File: config.mk
export PLATFORM = sky130hd
export DESIGN_NAME = tmr_top
export DESIGN_NICKNAME = d
export VERILOG_FILES = /design/src/inc/tmr_pkg.sv /design/src/inc/tmr_chan_if.sv /design/src/hw/tmr_counter.sv /design/src/hw/tmr_compare.sv /design/src/hw/tmr_top.sv
export SDC_FILE = /design/constraint.sdc
export NUM_CORES = 1
export LEC_CHECK = 0
export ABC_CLOCK_PERIOD_IN_PS = 10600
export BUFFER_PORTS_ARGS = -buffer_cell sky130_fd_sc_hd__buf_2
export CAP_MARGIN = 20
export CORE_ASPECT_RATIO = 1.5
export CORE_MARGIN = 4
export CORE_UTILIZATION = 30
export DETAILED_ROUTE_END_ITERATION = 8
export PLACE_DENSITY_LB_ADDON = 0.3
export SLEW_MARGIN = 20
export SYNTH_ARGS = -nofsm -noshare
export SYNTH_HDL_FRONTEND = slang
export SYNTH_SLANG_ARGS = --single-unit
File: constraint.sdc
create_clock -name clk -period 10.6 [get_ports clk]
set_clock_uncertainty 0.05 [all_clocks]
set_input_delay 0.53 -clock clk [delete_from_list [all_inputs] [get_ports clk]]
set_output_delay 0.53 -clock clk [all_outputs]
set_load 0.02 [all_outputs]
File: src/inc/tmr_pkg.sv
// shared constants for the timer with output compare
package tmr_pkg;
  // register indices on the plain register port
  localparam logic [3:0] TMR_OFS_CONTROL = 4'h0;
  localparam logic [3:0] TMR_OFS_PERIOD_LO = 4'h1;
  localparam logic [3:0] TMR_OFS_PERIOD_HI = 4'h2;
  localparam logic [3:0] TMR_OFS_COUNT_LO = 4'h3;
  localparam logic [3:0] TMR_OFS_COUNT_HI = 4'h4;
  localparam logic [3:0] TMR_OFS_CMP_CONTROL = 4'h5;
  localparam logic [3:0] TMR_OFS_CMP_PRIMARY = 4'h6;
  localparam logic [3:0] TMR_OFS_CMP_SECONDARY = 4'h7;
  localparam logic [3:0] TMR_OFS_SECOND_RUN = 4'h8;
  // timer_control field positions
  localparam int TMR_BIT_COUNT_RUN = 15;
  localparam int TMR_BIT_IDLE_HALT = 13;
  localparam int TMR_BIT_GATE_ACC = 6;
  localparam int TMR_BIT_DIV_HI = 5;
  localparam int TMR_BIT_DIV_LO = 4;
  localparam int TMR_BIT_PAIR_WIDE = 3;
  localparam int TMR_BIT_CLK_SRC = 1;
  // compare_control_one field positions
  localparam int TMR_BIT_MODE_HI = 2;
  localparam int TMR_BIT_MODE_LO = 0;
  localparam int TMR_BIT_PIN_LEVEL = 4;
  // values after reset
  localparam logic [15:0] TMR_RST_CONTROL = 16'h0000;
  localparam logic [15:0] TMR_RST_PERIOD = 16'hFFFF;
  localparam logic [15:0] TMR_RST_VALUE = 16'h0000;
  // prescaler terminal counts for divide by 1, 8, 64, 256
  localparam logic [7:0] TMR_PRESC_TC_1 = 8'h00;
  localparam logic [7:0] TMR_PRESC_TC_8 = 8'h07;
  localparam logic [7:0] TMR_PRESC_TC_64 = 8'h3F;
  localparam logic [7:0] TMR_PRESC_TC_256 = 8'hFF;
  // compare mode codes
  localparam logic [2:0] TMR_CM_OFF = 3'h0;
  localparam logic [2:0] TMR_CM_ONE_HIGH = 3'h1;
  localparam logic [2:0] TMR_CM_ONE_LOW = 3'h2;
  localparam logic [2:0] TMR_CM_TOGGLE = 3'h3;
  localparam logic [2:0] TMR_CM_DUAL_SHOT = 3'h4;
  localparam logic [2:0] TMR_CM_DUAL_CONT = 3'h5;
  localparam logic [2:0] TMR_CM_PWM_EDGE = 3'h6;
  localparam logic [2:0] TMR_CM_PWM_CENTER = 3'h7;
  // compare sequence states
  typedef enum logic [1:0] {TMR_CS_IDLE, TMR_CS_WAIT_PRI, TMR_CS_WAIT_SEC, TMR_CS_DONE}
    tmr_cmp_state_type;
endpackage

File: src/inc/tmr_chan_if.sv
`timescale 1ns/10ps
`default_nettype none
// carries the count and compare configuration to the compare channel
interface tmr_chan_if;
  logic [15:0] count_val;
  logic count_upd;
  logic [2:0] mode;
  logic mode_wr;
  logic [15:0] primary;
  logic [15:0] secondary;
  // count side
  modport cnt_src (output count_val, output count_upd);
  // configuration side
  modport cfg_src (output mode, output mode_wr, output primary, output secondary);
  // compare channel
  modport sink (input count_val, input count_upd, input mode, input mode_wr,
    input primary, input secondary);
endinterface
`default_nettype wire

File: src/hw/tmr_counter.sv
`timescale 1ns/10ps
`default_nettype none
// pair of 16-bit counters, optionally joined into one 32-bit counter
module tmr_counter (
  // clock and reset
  input wire logic clk,
  input wire logic rst,
  // control
  input wire logic tick,
  input wire logic pair_wide,
  input wire logic run_lo,
  input wire logic run_hi,
  input wire logic [15:0] period_lo,
  input wire logic [15:0] period_hi,
  // software load
  input wire logic load_lo,
  input wire logic load_hi,
  input wire logic [15:0] load_data,
  // count out
  output logic [15:0] count_hi,
  tmr_chan_if.cnt_src chan
);
  import tmr_pkg::*;

  logic [15:0] lo_reg;
  logic [15:0] lo_next;
  logic [15:0] hi_reg;
  logic [15:0] hi_next;
  logic upd_reg;
  logic [31:0] wide_val;
  logic [31:0] wide_inc;
  logic wide_wrap;
  logic step_lo;
  logic step_hi;

  // next count: wrap to zero after the period value
  assign wide_val = {hi_reg, lo_reg};
  assign wide_wrap = (wide_val == {period_hi, period_lo});
  assign wide_inc = wide_wrap ? 32'h0000_0000 : wide_val + 32'h0000_0001;
  assign step_lo = tick && run_lo;
  assign step_hi = tick && (pair_wide ? run_lo : run_hi);
  assign lo_next = load_lo ? load_data :
    (pair_wide ? wide_inc[15:0] : ((lo_reg == period_lo) ? 16'h0000 : lo_reg + 16'h0001));
  assign hi_next = load_hi ? load_data :
    (pair_wide ? wide_inc[31:16] : ((hi_reg == period_hi) ? 16'h0000 : hi_reg + 16'h0001));

  // count registers
  always_ff @(posedge clk or posedge rst)
  begin
    if (rst)
    begin
      lo_reg <= TMR_RST_VALUE;
      hi_reg <= TMR_RST_VALUE;
      upd_reg <= 1'b0;
    end
    else
    begin
      if (load_lo || step_lo)
        lo_reg <= lo_next;
      if (load_hi || step_hi)
        hi_reg <= hi_next;
      upd_reg <= step_lo && !load_lo;  // marks a fresh count value
    end
  end

  assign count_hi = hi_reg;
  assign chan.count_val = lo_reg;
  assign chan.count_upd = upd_reg;
endmodule // tmr_counter
`default_nettype wire

File: src/hw/tmr_compare.sv
`timescale 1ns/10ps
`default_nettype none
// output compare channel driving the compare pin
module tmr_compare (
  // clock and reset
  input wire logic clk,
  input wire logic rst,
  // count and configuration
  tmr_chan_if.sink chan,
  // pin
  output logic pin_level,
  output logic pin_en
);
  import tmr_pkg::*;

  tmr_cmp_state_type state_reg;
  tmr_cmp_state_type state_next;
  logic out_reg;
  logic out_next;
  logic match_pri;
  logic match_sec;
  logic pwm_edge;
  logic pwm_center;

  // matches only on a freshly counted value
  assign match_pri = chan.count_upd && (chan.count_val == chan.primary);
  assign match_sec = chan.count_upd && (chan.count_val == chan.secondary);
  assign pwm_edge = (chan.count_val < chan.primary);
  assign pwm_center = (chan.count_val >= chan.primary) && (chan.count_val < chan.secondary);

  // mode sequencing
  always_comb
  begin
    state_next = state_reg;
    out_next = out_reg;
    if (chan.mode_wr)
    begin
      out_next = (chan.mode == TMR_CM_ONE_LOW);
      state_next = (chan.mode == TMR_CM_OFF) ? TMR_CS_IDLE : TMR_CS_WAIT_PRI;
    end
    else
    begin
      case (chan.mode)
        TMR_CM_OFF:
        begin
          out_next = 1'b0;
          state_next = TMR_CS_IDLE;
        end
        TMR_CM_ONE_HIGH:
          if (state_reg == TMR_CS_WAIT_PRI && match_pri)
          begin
            out_next = 1'b1;
            state_next = TMR_CS_DONE;
          end
        TMR_CM_ONE_LOW:
          if (state_reg == TMR_CS_WAIT_PRI && match_pri)
          begin
            out_next = 1'b0;
            state_next = TMR_CS_DONE;
          end
        TMR_CM_TOGGLE:
          if (match_pri)
            out_next = !out_reg;
        TMR_CM_DUAL_SHOT, TMR_CM_DUAL_CONT:
          if (state_reg == TMR_CS_WAIT_PRI && match_pri)
          begin
            out_next = 1'b1;
            state_next = TMR_CS_WAIT_SEC;
          end
          else if (state_reg == TMR_CS_WAIT_SEC && match_sec)
          begin
            out_next = 1'b0;
            state_next = (chan.mode == TMR_CM_DUAL_CONT) ? TMR_CS_WAIT_PRI
              : TMR_CS_DONE;
          end
        TMR_CM_PWM_EDGE:
          if (chan.count_upd)
            out_next = pwm_edge;
        TMR_CM_PWM_CENTER:
          if (chan.count_upd)
            out_next = pwm_center;
        default:
          out_next = 1'b0;
      endcase
    end
  end

  // state and pin registers
  always_ff @(posedge clk or posedge rst)
  begin
    if (rst)
    begin
      state_reg <= TMR_CS_IDLE;
      out_reg <= 1'b0;
    end
    else
    begin
      state_reg <= state_next;
      out_reg <= out_next;
    end
  end

  assign pin_level = out_reg;
  assign pin_en = (chan.mode != TMR_CM_OFF);
endmodule // tmr_compare
`default_nettype wire

File: src/hw/tmr_top.sv
// Summary of operation
// With pair-wide mode off, the run bit starts and stops the 16-bit timer.
// With idle-halt set the timer halts while the device is idle, otherwise it keeps running.
// On the internal clock with gate accumulation on, the timer counts only while gate is high.
// On the external clock the gate-accumulation setting has no effect.
// The divider select divides the timer input clock by 1, 8, 64 or 256 for codes 0 to 3.
// Pair-wide mode joins the two timers into one 32-bit counter, else they run apart.
// Any write to the timer control register while running clears the prescale counter.
// Compare mode 111 gives a center-aligned PWM waveform on the compare pin.
// Compare mode 110 gives an edge-aligned PWM waveform on the compare pin.
// Mode 101 starts low and toggles on alternating primary and secondary matches forever.
// Mode 100 starts low, toggles on the primary then secondary match, one pulse only.
// Mode 011 toggles the pin on every compare match; the code toggles only on primary matches and ignores secondary matches.
// Mode 010 starts the pin high and drives it low on the first match.
// Mode 001 starts the pin low and drives it high on the first match.
// Mode 000 disables the compare channel.
// The timer steps once per prescaled tick and returns to zero after its period value.
// A match is flagged in the cycle the count equals the compare value under test.
//
// The address-and-strobe port and the address map were decided locally.
`timescale 1ns/10ps
`default_nettype none
module tmr_top (
  // clock and reset
  input wire logic clk,
  input wire logic rst,
  // register port
  input wire logic [3:0] reg_addr,
  input wire logic [15:0] reg_wdata,
  input wire logic reg_wr,
  input wire logic reg_rd,
  output logic [15:0] reg_rdata,
  // system state
  input wire logic device_idle,
  // pins
  input wire logic external_count_pin,
  input wire logic gate_pin,
  output logic compare_output_pin,
  output logic compare_output_en
);
  import tmr_pkg::*;

  // prescaler terminal count for a divider select code
  function automatic logic [7:0] presc_limit(input logic [1:0] sel);
    case (sel)
      2'h0: presc_limit = TMR_PRESC_TC_1;
      2'h1: presc_limit = TMR_PRESC_TC_8;
      2'h2: presc_limit = TMR_PRESC_TC_64;
      default: presc_limit = TMR_PRESC_TC_256;
    endcase
  endfunction

  // software registers
  logic [15:0] control_reg;
  logic [15:0] period_lo_reg;
  logic [15:0] period_hi_reg;
  logic [2:0] mode_reg;
  logic [15:0] primary_reg;
  logic [15:0] secondary_reg;
  logic second_run_reg;
  logic mode_wr_reg;
  logic [15:0] rdata_reg;
  logic [15:0] rdata_next;
  // pin synchronisers
  logic [1:0] ext_sync_reg;
  logic ext_prev_reg;
  logic [1:0] gate_sync_reg;
  // prescaler
  logic [7:0] presc_reg;
  logic [7:0] presc_next;
  // decoded fields
  logic count_run;
  logic idle_halt;
  logic gate_accumulate;
  logic [1:0] input_divider_select;
  logic pair_wide_mode;
  logic clock_source_select;
  // decode and timing wires
  logic wr_control;
  logic wr_period_lo;
  logic wr_period_hi;
  logic wr_count_lo;
  logic wr_count_hi;
  logic wr_cmp_control;
  logic wr_primary;
  logic wr_secondary;
  logic wr_second_run;
  logic ext_rise;
  logic gate_level;
  logic src_tick;
  logic halted;
  logic any_run;
  logic presc_en;
  logic presc_tc;
  logic presc_clear;
  logic count_tick;
  logic [15:0] count_hi;
  logic pin_level;
  logic pin_en;

  tmr_chan_if chan ();

  // control field decode
  assign count_run = control_reg[TMR_BIT_COUNT_RUN];
  assign idle_halt = control_reg[TMR_BIT_IDLE_HALT];
  assign gate_accumulate = control_reg[TMR_BIT_GATE_ACC];
  assign input_divider_select = control_reg[TMR_BIT_DIV_HI:TMR_BIT_DIV_LO];
  assign pair_wide_mode = control_reg[TMR_BIT_PAIR_WIDE];
  assign clock_source_select = control_reg[TMR_BIT_CLK_SRC];

  // write strobe decode
  assign wr_control = reg_wr && (reg_addr == TMR_OFS_CONTROL);
  assign wr_period_lo = reg_wr && (reg_addr == TMR_OFS_PERIOD_LO);
  assign wr_period_hi = reg_wr && (reg_addr == TMR_OFS_PERIOD_HI);
  assign wr_count_lo = reg_wr && (reg_addr == TMR_OFS_COUNT_LO);
  assign wr_count_hi = reg_wr && (reg_addr == TMR_OFS_COUNT_HI);
  assign wr_cmp_control = reg_wr && (reg_addr == TMR_OFS_CMP_CONTROL);
  assign wr_primary = reg_wr && (reg_addr == TMR_OFS_CMP_PRIMARY);
  assign wr_secondary = reg_wr && (reg_addr == TMR_OFS_CMP_SECONDARY);
  assign wr_second_run = reg_wr && (reg_addr == TMR_OFS_SECOND_RUN);

  // software register storage, writable bits only
  always_ff @(posedge clk or posedge rst)
  begin
    if (rst)
    begin
      control_reg <= TMR_RST_CONTROL;
      period_lo_reg <= TMR_RST_PERIOD;
      period_hi_reg <= TMR_RST_PERIOD;
      mode_reg <= TMR_CM_OFF;
      primary_reg <= TMR_RST_VALUE;
      secondary_reg <= TMR_RST_VALUE;
      second_run_reg <= 1'b0;
      mode_wr_reg <= 1'b0;
    end
    else
    begin
      if (wr_control)
        control_reg <= reg_wdata & 16'hA07A;  // unimplemented bits stay zero
      if (wr_period_lo)
        period_lo_reg <= reg_wdata;
      if (wr_period_hi)
        period_hi_reg <= reg_wdata;
      if (wr_cmp_control)
        mode_reg <= reg_wdata[TMR_BIT_MODE_HI:TMR_BIT_MODE_LO];
      if (wr_primary)
        primary_reg <= reg_wdata;
      if (wr_secondary)
        secondary_reg <= reg_wdata;
      if (wr_second_run)
        second_run_reg <= reg_wdata[0];
      mode_wr_reg <= wr_cmp_control;  // pin set-up waits until the new mode is stored
    end
  end

  // two-flop synchronisers for the pins, plus edge history
  always_ff @(posedge clk or posedge rst)
  begin
    if (rst)
    begin
      ext_sync_reg <= 2'h0;
      ext_prev_reg <= 1'b0;
      gate_sync_reg <= 2'h0;
    end
    else
    begin
      ext_sync_reg <= {ext_sync_reg[0], external_count_pin};
      ext_prev_reg <= ext_sync_reg[1];
      gate_sync_reg <= {gate_sync_reg[0], gate_pin};
    end
  end

  // input clock selection and gating
  assign ext_rise = ext_sync_reg[1] && !ext_prev_reg;
  assign gate_level = gate_sync_reg[1];
  assign src_tick = clock_source_select ? ext_rise
    : (!gate_accumulate || gate_level);
  assign halted = idle_halt && device_idle;
  assign any_run = count_run || (!pair_wide_mode && second_run_reg);
  assign presc_en = any_run && !halted && src_tick;

  // prescaler: divide the input ticks by the selected ratio
  assign presc_tc = (presc_reg == presc_limit(input_divider_select));
  assign presc_clear = wr_control && count_run;
  assign count_tick = presc_en && presc_tc && !presc_clear;
  assign presc_next = presc_clear ? 8'h00 :
    (presc_en ? (presc_tc ? 8'h00 : presc_reg + 8'h01) : presc_reg);

  // prescale counter
  always_ff @(posedge clk or posedge rst)
  begin
    if (rst)
      presc_reg <= 8'h00;
    else
      presc_reg <= presc_next;
  end

  // the counter halts with the rest of the timer in idle when idle-halt is set
  tmr_counter u_counter (
    .clk(clk),
    .rst(rst),
    .tick(count_tick),
    .pair_wide(pair_wide_mode),
    .run_lo(count_run),
    .run_hi(second_run_reg),
    .period_lo(period_lo_reg),
    .period_hi(period_hi_reg),
    .load_lo(wr_count_lo),
    .load_hi(wr_count_hi),
    .load_data(reg_wdata),
    .count_hi(count_hi),
    .chan(chan.cnt_src)
  );

  // compare configuration onto the channel
  assign chan.mode = mode_reg;
  assign chan.mode_wr = mode_wr_reg;
  assign chan.primary = primary_reg;
  assign chan.secondary = secondary_reg;

  tmr_compare u_compare (
    .clk(clk),
    .rst(rst),
    .chan(chan.sink),
    .pin_level(pin_level),
    .pin_en(pin_en)
  );

  assign compare_output_pin = pin_level;
  assign compare_output_en = pin_en;

  // read data selection
  always_comb
  begin
    rdata_next = 16'h0000;
    if (reg_rd)
    begin
      case (reg_addr)
        TMR_OFS_CONTROL: rdata_next = control_reg;
        TMR_OFS_PERIOD_LO: rdata_next = period_lo_reg;
        TMR_OFS_PERIOD_HI: rdata_next = period_hi_reg;
        TMR_OFS_COUNT_LO: rdata_next = chan.count_val;
        TMR_OFS_COUNT_HI: rdata_next = count_hi;
        TMR_OFS_CMP_CONTROL:
        begin
          rdata_next[TMR_BIT_MODE_HI:TMR_BIT_MODE_LO] = mode_reg;
          rdata_next[TMR_BIT_PIN_LEVEL] = pin_level;  // live pin state
        end
        TMR_OFS_CMP_PRIMARY: rdata_next = primary_reg;
        TMR_OFS_CMP_SECONDARY: rdata_next = secondary_reg;
        TMR_OFS_SECOND_RUN: rdata_next = {15'h0000, second_run_reg};
        default: rdata_next = 16'h0000;  // unmapped reads as zero
      endcase
    end
  end

  // read data register, valid the cycle after the strobe only
  always_ff @(posedge clk or posedge rst)
  begin
    if (rst)
      rdata_reg <= 16'h0000;
    else
      rdata_reg <= rdata_next;
  end

  assign reg_rdata = rdata_reg;
endmodule // tmr_top
`default_nettype wire

# Yosys cells after proc, flatten, opt, wreduce, memory -nomap -nowiden

Index checks and enable logic that the tools add are counted.

Equality and inequality tests: 32
$add $sub $neg: 4
Reductions and logical operators: 46
Mux-type cells: 34
Order comparisons: 3

Operators by type and width:

| operator                | count |
|---|---|
| $mux W16                | 7 |
| $pmux W11 S7            | 1 |
| $eq A16 B16 Y1          | 4 |
| $add A16 B1 Y16 const B | 2 |
| $add A32 B1 Y32 const B | 1 |
| $eq A32 B32 Y1          | 1 |
| $lt A16 B16 Y1          | 2 |
| $mux W32                | 1 |
| $pmux W3 S9             | 1 |
| $logic_and A1 B1 Y1     | 25 |
| $mux W8                 | 3 |
| $pmux W8 S3             | 1 |
| $eq A4 B3 Y1 const B    | 4 |
| $ge A16 B16 Y1          | 1 |
| $pmux W1 S7             | 2 |
| $eq A3 B3 Y1 const B    | 4 |
| $mux W1                 | 11 |
| $mux W2                 | 5 |
| $ne A3 B3 Y1 const B    | 3 |
| $add A8 B1 Y8 const B   | 1 |
| $eq A4 B2 Y1 const B    | 2 |
| $eq A8 B8 Y1            | 1 |
| $pmux W1 S8             | 1 |
| $logic_not A1 Y1        | 7 |
| 20 further kinds        | 28 |

Input port bits: 27
Bits in registers: 141
Word-level logic and storage cells: 137
Output and inout port bits: 18

# Depth between registers and ports, before layout

Gate-level depths: netlist of the first run.

Word-level depth: 9
Gate-level depth with buffers: 11
Gate-level depth less buffers: 9

# By module

A second synthesis of the first run with hierarchy kept.

Cell total of the unflattened synthesis: 879
Area total of the unflattened synthesis: 8,715.9 µm²

Modules (own cells, without submodules):

| module      | area an instance (µm²) | sequential area each (µm²) | cells each | instances |
|---|---|---|---|---|
| tmr_top     | 4,755.8                | 2,667.6                    | 384        | 1 |
| tmr_counter | 2,869.0                | 825.8                      | 351        | 1 |
| tmr_compare | 1,091.0                | 75.1                       | 144        | 1 |

# Worst setup path after synthesis of the first run

Ideal clock, no wire load.

Path kind: in2reg
Start point: in reg_addr[3]
End point: reg u_counter.hi_reg[0] (netlist: u_counter.count_hi[0])
Slack: 7.749 ns
Required time: 10.468 ns
Data arrival time: 2.719 ns
Setup time: 0.082 ns
Buffers on the path: 3
Stages: 9
Path through: clkbuf_1 inv_1 and3_1 clkbuf_1 and2_1 or4_1 buf_2 or4_1 a31oi_1

Longest elaborated chain between the ends: 7
Elaborated cells between the ends (all ways): 10
Those cells by class: eq/ne (1); mux (1); reduce/logical (8)

RTL lines:

| what                   | RTL line          | RTL |
|---|---|---|
| start: declaration     | tmr_top.sv:28     | `input wire logic [3:0] reg_addr,` |
| $logic_not A4 Y1       | tmr_top.sv:112    | `assign wr_control = reg_wr && (reg_addr == TMR_OFS_CONTROL);` |
| $logic_and A1 B1 Y1    | tmr_top.sv:112    |  |
| $logic_and A1 B1 Y1    | tmr_top.sv:184    | `assign presc_clear = wr_control && count_run;` |
| $logic_not A1 Y1       | tmr_top.sv:185    | `assign count_tick = presc_en && presc_tc && !presc_clear;` |
| $logic_and A1 B1 Y1    | tmr_top.sv:185    |  |
| $logic_and A1 B1 Y1    | tmr_counter.sv:41 | `assign step_hi = tick && (pair_wide ? run_lo : run_hi);` |
| $logic_or A1 B1 Y1     | tmr_counter.sv:60 | `if (load_hi \|\| step_hi)` |
| end signal: assignment | tmr_counter.sv:61 | `hi_reg <= hi_next;` |
| end: declaration       | tmr_counter.sv:27 | `logic [15:0] hi_reg;` |

Several ways; a longest one is shown, not always the timed one.
A chain may end at the register's enable or synchronous reset.

# Final worst setup path of the first run

Start point: reg u_counter.lo_reg[2] (netlist: u_counter.chan.count_val[2])
End point: reg u_counter.lo_reg[9] (netlist: u_counter.chan.count_val[9])

Longest elaborated chain between the ends: 4
Elaborated cells between the ends (all ways): 8
Those cells by class: add/sub (2); eq/ne (2); mux (4)

RTL lines:

| what                                    | RTL line                             | RTL |
|---|---|---|
| start: declaration                      | tmr_counter.sv:25                    | `logic [15:0] lo_reg;` |
| start signal: assignment                | tmr_counter.sv:59                    | `lo_reg <= lo_next;` |
| $add A32 B1 Y32 (tied with other cells) | tmr_counter.sv:39                    | `assign wide_inc = wide_wrap ? 32'h0000_0000 : wide_val + 32'h0000_0001;` |
| $mux W32 or $mux W16 (tied branches)    | tmr_counter.sv:39, tmr_counter.sv:43 |  |
| $mux W16 *                              | tmr_counter.sv:43                    | `(pair_wide ? wide_inc[15:0] : ((lo_reg == period_lo) ? 16'h0000 : lo_reg + 16'h0001));` |
| $mux W16 *                              | tmr_counter.sv:42                    | `assign lo_next = load_lo ? load_data :` |

Every way passes the cells marked *; elsewhere a longest branch is shown, timed or not.

==> results of run 1 <==
[through the flow]
stage | setup WS [ns] | total power [mW] | util [%] | hold WS, ns | cell area, um^2
final | 7.18 | 2.12 | 34.7 | 0.145 | 9440
after detailed placement | 7.12 | 1.50 | 32.4 | 0.286 | 8830
after global routing | 7.06 | 2.25 | 34.7 | 0.128 | 9440
after floorplan | 6.29 | 1.26 | - | 0.281 | 8300
after CTS | 7.27 | 2.13 | 34.7 | 0.130 | 9440
after global placement | 7.16 | 1.48 | 32.4 | 0.283 | 8830
[critical path: stages (launching register included)]
cell	delay [ns]
dfrtp_1	0.53
xor2_1	0.23
nor4_1	0.50
nand4_1	0.32
o21bai_1	0.72
nor2_1	0.40
a21o_1	0.27
a221o_1	0.28
[power by group through the flow]
stage	registers (mW)	clock network (mW)	logic, mW
floorplan	0.786	0	0.478
global placement	0.911	0	0.574
detailed placement	0.912	0	0.585
CTS	0.905	0.638	0.589
global route	0.928	0.660	0.658
finish	0.908	0.627	0.586
[path summary, 6_finish.rpt]
| check | startpoint | to | slack, ns | cells past startpoint |
|---|---|---|---|---|
| max in group asynchronous | rst | u_compare.pin_level | 8.95 | 3 |
| max | u_counter.chan.count_val[2] | u_counter.chan.count_val[9] | 7.18 | 7 |
| min in group clk | external_count_pin | ext_sync_reg[0] | 0.15 | 1 |
| max reg2reg | u_counter.chan.count_val[2] | u_counter.chan.count_val[9] | 7.18 | 7 |
| min reg2reg | ext_sync_reg[0] | ext_sync_reg[1] | 0.30 | 0 |
| min | rst | chan.secondary[10] | 0.15 | 2 |
[layer usage]
metal | share of wire [%] | up-vias | track usage (%)
li1 | - | 3196 | -
met4 | 5.3 | 0 | 9.52
met3 | 3.5 | 63 | 3.10
met1 | 39 | 3439 | 20.5
met5 | 0 | - | 0
met2 | 53 | 212 | 32.1
[cell type report]
| cell class | instances | area share (%) |
|---|---|---|
| clock inverters | 10 | 1.46 |
| inverters | 46 | 1.88 |
| multi-input cells | 617 | 46.3 |
| repair buffers | 52 | 2.97 |
| well taps | 342 | 4.53 |
| flip-flops and latches | 141 | 37.8 |
| clock buffers | 21 | 5.09 |
[kinds of logic (layout without fill, tap and decap cells)]
group	after synthesis	count (layout)	synth area share, %
DFF	141	141	43.0
xor gates and xnor gates	35	35	3.69
AOI/OAI and AO/OA	223	223	18.2
adders and majority gates	35	35	5.28
muxes	78	78	10.5
and+or+nand+nor	246	246	14.8
buffers and inverters	98	129	4.46
[cell usage after synthesis (all sizes together), types with 3 or more instances]
| cell type | count |
|---|---|
| o2111ai | 3 |
| nand2b | 4 |
| a221o | 5 |
| a311oi | 3 |
| buf | 5 |
| dfstp | 32 |
| nor2 | 46 |
| a22o | 6 |
| ha | 35 |
| mux2i | 4 |
| a21oi | 31 |
| nor2b | 10 |
| or3 | 5 |
| a21o | 18 |
| inv | 45 |
| and3 | 9 |
| nand3 | 20 |
| o21ai | 45 |
| clkbuf | 47 |
| nand2 | 71 |
| o31ai | 8 |
| nor4 | 11 |
| a221oi | 3 |
| nand4 | 19 |
| a22oi | 48 |
| a31oi | 25 |
| nor3 | 24 |
| o21a | 4 |
| dfrtp | 109 |
| xnor2 | 19 |
| or4 | 11 |
| mux2 | 74 |
| a32oi | 3 |
| and2 | 5 |
| xor2 | 16 |
| o211ai | 7 |
==> results.py, run 1 <==
metrics = {
    "power_and_ir_drop": {
        "power.switching_mw": 0.779,
        "pwr-share-clk_pct": 29.6,
        "p_leak_nw": 3.98,
        "p_sw_share_pct": 36.7,
        "combinationalPowerShare_pct": 27.6,
        "p_int_mw": 1.34,
        "peakVddDrop_v": 0.000134,
        "powerDensity_nw_per_um2": 225,
        "p_seq_share_pct": 42.8,
    },
    "synthesis": {
        "synth_top_flop_cell": "dfrtp_1",
        "async_flop_share_pct": 100,
        "synth_edf_count": 0,
        "synth_area_leaders": "dfrtp_1 (33%), dfstp_2 (10%), mux2_2 (10%)",
        "ys_seq_area_share_pct": 43.0,
        "yosys.cell_types.count": 59,
        "synth_area_um2": 8300,
        "yosysWarnings": 0,
        "netlist_instances": 856,
        "synth.avg_cell_area_um2": 9.70,
        "syn_nets": 918,
        "synth-seq-cells": 141,
        "synth_top_area_share_pct": 32.9,
        "yosysTopAreaCell": "dfrtp_1",
    },
    "floorplan": {
        "start_util_pct": 30.5,
        "die_x_um": 144,
        "core_um2": 27200,
        "io_pins": 45,
        "die_h_um": 212,
        "std_cell_rows": 74,
        "die_area_um2": 30400,
    },
    "cts": {
        "htree_levels": 4,
        "post_cts_buffers": 0,
        "tritoncts": "yes",
        "cts_buffers": 17,
        "clock-sinks": 141,
        "ctsHoldBuffers": 0,
        "cts_buffer_depth": 2,
        "clk_pin_slew_ns": 0.06,
        "cts_resized": 0,
        "clkLatencyLatePin_ns": 0.44,
        "clockRootBuffer": "clkbuf_16",
    },
    "critical_path": {
        "startpoint_type": "register",
        "cp-end-kind": "register",
        "crit_type": "reg2reg",
        "worstPathMaxFanout": 13,
        "worstPathRequired_ns": 10.87,
        "arrival_ns": 3.69,
    },
    "sta": {
        "grt_setup_unrepaired": "no",
        "slew_headroom_pct": 28.3,
        "tns_ns": 0,
        "tightest_slew_ns": 1.07,
        "hold_violations": 0,
        "fmax_mhz": 292,
        "fin_crit_ns": 3.42,
        "min_period_over_period_pct": 32.3,
        "finalSetupViolCount": 0,
        "maxSlewViolCount": 0,
    },
    "final_layout": {
        "stdcell_count": 1229,
        "multi_input_area_um2": 4370,
        "regArea_um2": 3570,
        "area_growth_pct": 13.8,
        "mostFrequentLayoutCells": "dfrtp_1 (109), mux2_2 (74), nand2_1 (71)",
        "final_common_cell": "dfrtp_1",
        "layout-drive-gt1-share_pct": 22.1,
        "diodes": 0,
        "fill_cells": 2841,
        "nNetsFinal": 937,
    },
    "run": {
        "cap_violations": 0,
    },
    "routing": {
        "via_count": 6910,
        "drc": 0,
        "drt_iter0_markers": 456,
        "wl_per_cell_um": 22.0,
        "vias_per_cell": 5.62,
        "firstDrtPassIters": 6,
        "ant_nets": 0,
        "routed_wl_um": 27100,
    },
    "global_routing": {
        "grt_usage_pct": 18.1,
        "grt_pass1_vias": 6872,
        "grt_pass1_wl_um": 41300,
        "grt_max_degree": 73,
        "gr-total-overflow": 0,
        "antenna_found_initial": 0,
    },
    "place": {
        "dp_hpwl_um": 20000,
        "placedCellCount": 1198,
        "port_buffers": 44,
        "globalplace.congestion": 0.888,
    },
    "outcome": {
        "outcome": "finished, final reports clean",
    },
    "worst_hold_path": {
        "hp-class": "in2async",
    },
}
Note: power is estimated with default switching activity, not from simulation.
==> run 2: changes to the inputs <==
--- a/config.mk
+++ b/config.mk
@@ -5,7 +5,7 @@
 export SDC_FILE = /design/constraint.sdc
 export NUM_CORES = 1
 export LEC_CHECK = 0
-export ABC_CLOCK_PERIOD_IN_PS = 10600
+export ABC_CLOCK_PERIOD_IN_PS = 3200
 export BUFFER_PORTS_ARGS = -buffer_cell sky130_fd_sc_hd__buf_2
 export CAP_MARGIN = 20
 export CORE_ASPECT_RATIO = 1.5
==> constraint.sdc (replaced) <==
create_clock -name clk -period 3.2 [get_ports clk]
set_clock_uncertainty 0.05 [all_clocks]
set_input_delay 0.16 -clock clk [delete_from_list [all_inputs] [get_ports clk]]
set_output_delay 0.16 -clock clk [all_outputs]
set_load 0.02 [all_outputs]
==> run 2 against run 1 <==
- non-clock buffer count increased by 48
- hold slack lost 0.12 ns
- clock power rose to 3.2 times the previous value
- routed wire length is 4.4% higher
- clock-buffer cell count is 4 higher
- global-route usage up 1.0 points
- die area is the same
- register-to-register slack got worse by 6.9 ns
- sequential share of layout area shrank 1.4 points
- setup slack worse by 6.9 ns
- design area is 4.0% higher
==> results.py, run 2 (synthesis results as in run 1) <==
metrics = {
    "outcome": {
        "outcome": "finished, final reports clean",
    },
    "critical_path": {
        "critPathSlowestCell": "or4_1",
        "path_cells": "or4_1, a211o_1, a22o_4, or4_1, or4_1, a31oi_1",
        "crit_buf_inv": 0,
        "arrival_ns": 3.28,
        "worstPathRequired_ns": 3.52,
        "startpoint_type": "register",
        "cp-end-kind": "register",
        "crit_top_cell": "or4_1",
        "cp_top_family": "simple AND/OR/NAND/NOR gates",
        "worstPathMaxFanout": 9,
        "crit_path_max_incr_delay_ns": 0.63,
        "crit_type": "reg2reg",
    },
    "power_and_ir_drop": {
        "power.switching_mw": 2.66,
        "p_leak_nw": 4.22,
        "p_seq_share_pct": 40.0,
        "p_int_mw": 4.49,
        "pwr-share-clk_pct": 28.1,
        "combinationalPowerShare_pct": 31.9,
        "powerDensity_nw_per_um2": 728,
        "peakVddDrop_v": 0.000409,
        "p_sw_share_pct": 37.2,
    },
    "cts": {
        "cts_buffer_depth": 2,
        "htree_levels": 4,
        "cts_buffers": 17,
        "clock-sinks": 141,
        "post_cts_buffers": 0,
        "tritoncts": "yes",
        "clk_pin_slew_ns": 0.06,
        "clockRootBuffer": "clkbuf_16",
        "clkLatencyLatePin_ns": 0.45,
    },
    "place": {
        "globalplace.congestion": 0.879,
        "dp_hpwl_um": 21500,
        "preCtsSetupSlack_ns": 0.253,
        "port_buffers": 44,
    },
    "routing": {
        "vias_per_cell": 5.58,
        "ant_nets": 0,
        "via_count": 7126,
        "drt_iter0_markers": 575,
        "drc": 0,
        "wl_per_cell_um": 22.1,
        "firstDrtPassIters": 5,
        "routed_wl_um": 28300,
    },
    "final_layout": {
        "final_common_cell": "dfrtp_1",
        "nNetsFinal": 985,
        "diodes": 0,
        "area_growth_pct": 18.3,
        "layout-drive-gt1-share_pct": 25.4,
        "mostFrequentLayoutCells": "dfrtp_1 (109), mux2_2 (74), nand2_1 (71)",
    },
    "floorplan": {
        "io_pins": 45,
        "start_util_pct": 30.5,
        "std_cell_rows": 74,
        "die_h_um": 212,
        "core_um2": 27200,
        "die_area_um2": 30400,
        "die_x_um": 144,
    },
    "sta": {
        "maxSlewViolCount": 0,
        "hold_violations": 0,
        "worst_hold_slack_ns": 0.0300,
        "tightest_slew_ns": 0.934,
        "slew_headroom_pct": 37.6,
        "grt_setup_unrepaired": "no",
        "finalSetupViolCount": 0,
        "fin_crit_ns": 2.96,
        "min_period_over_period_pct": 92.6,
        "worst_slack_ns": 0.237,
        "fmax_mhz": 338,
        "tns_ns": 0,
    },
    "worst_hold_path": {
        "hp-class": "in2reg",
    },
    "global_routing": {
        "grt_usage_pct": 19.1,
        "antenna_found_initial": 0,
        "grt_use_met3_pct": 2.98,
        "grt_max_degree": 48,
        "grt_pass1_vias": 7213,
        "grt_util_met2_pct": 33.7,
        "busiest_layer": "met2",
        "gr-total-overflow": 0,
        "grt_pass1_wl_um": 43300,
        "gr-usage-met1_pct": 21.4,
    },
    "run": {
        "cap_violations": 0,
    },
}
==> run 2: metrics by stage <==
stage | power, mW | area, um^2 | utilization, % | std cells
2_1_floorplan | 4.19 | 8300 | - | 856
3_3_place_gp | 5.09 | 9150 | 33.6 | 1239
3_5_place_dp | 5.14 | 9150 | 33.6 | 1239
4_1_cts | 7.18 | 9820 | 36.1 | 1278
5_1_grt | 7.56 | 9820 | 36.1 | 1278
6_report | 7.15 | 9820 | 36.1 | 1278
==> run 2: worst reg2reg max path, stage by stage (launching register included) <==
cell	delay (ns)
dfrtp_1	0.43
or4_1	0.54
a211o_1	0.29
a22o_4	0.26
or4_1	0.63
or4_1	0.53
a31oi_1	0.17
==> run 2: layer usage <==
layer	wire, um	share of wire (%)	vias to the layer above
met5	0	0	-
met4	1590	5.6	0
met3	1030	3.6	80
met2	15000	53	211
met1	10700	38	3538
li1	-	-	3297
==> run 2: power by group through the flow <==
stage	sequential, mW	clock, mW	combinational [mW]
after floorplan	2.60	0	1.58
after global placement	2.87	0	2.22
after detailed placement	2.87	0	2.26
after CTS	2.85	2.05	2.29
after global routing	2.92	2.11	2.53
final	2.86	2.01	2.28
==> run 2: final timing paths <==
kind / from / endpoint / slack [ns] / cells past startpoint
setup / recovery: presc_reg[2] / u_counter.count_hi[0] / 0.24 / 6
hold / removal: reg_wdata[10] / u_counter.chan.count_val[10] / 0.03 / 3
setup reg to reg: presc_reg[2] / u_counter.count_hi[0] / 0.24 / 6
hold reg to reg: gate_sync_reg[0] / gate_sync_reg[1] / 0.30 / 0
max in group asynchronous: rst / period_hi_reg[4] / 1.91 / 4
min in group asynchronous: rst / chan.primary[9] / 0.29 / 3
==> run 2: what timing repair did <==
| action | in CTS | in global routing |
|---|---|---|
| hold buffers | 7 | 0 |
| resized for setup | 0 | 0 |
| endpoints found under the setup margin | 0 | 0 |
| endpoints found under the hold margin | 24 | 0 |
==> run 2: area by class of cell <==
class,instances,area [um^2]
fillers,2831,17400
clock buffers,25,559
repair buffers,100,671
multi-input cells,617,4370
inverters,46,176
flip-flops and latches,141,3570
clock inverters,7,42.5
well taps,342,428
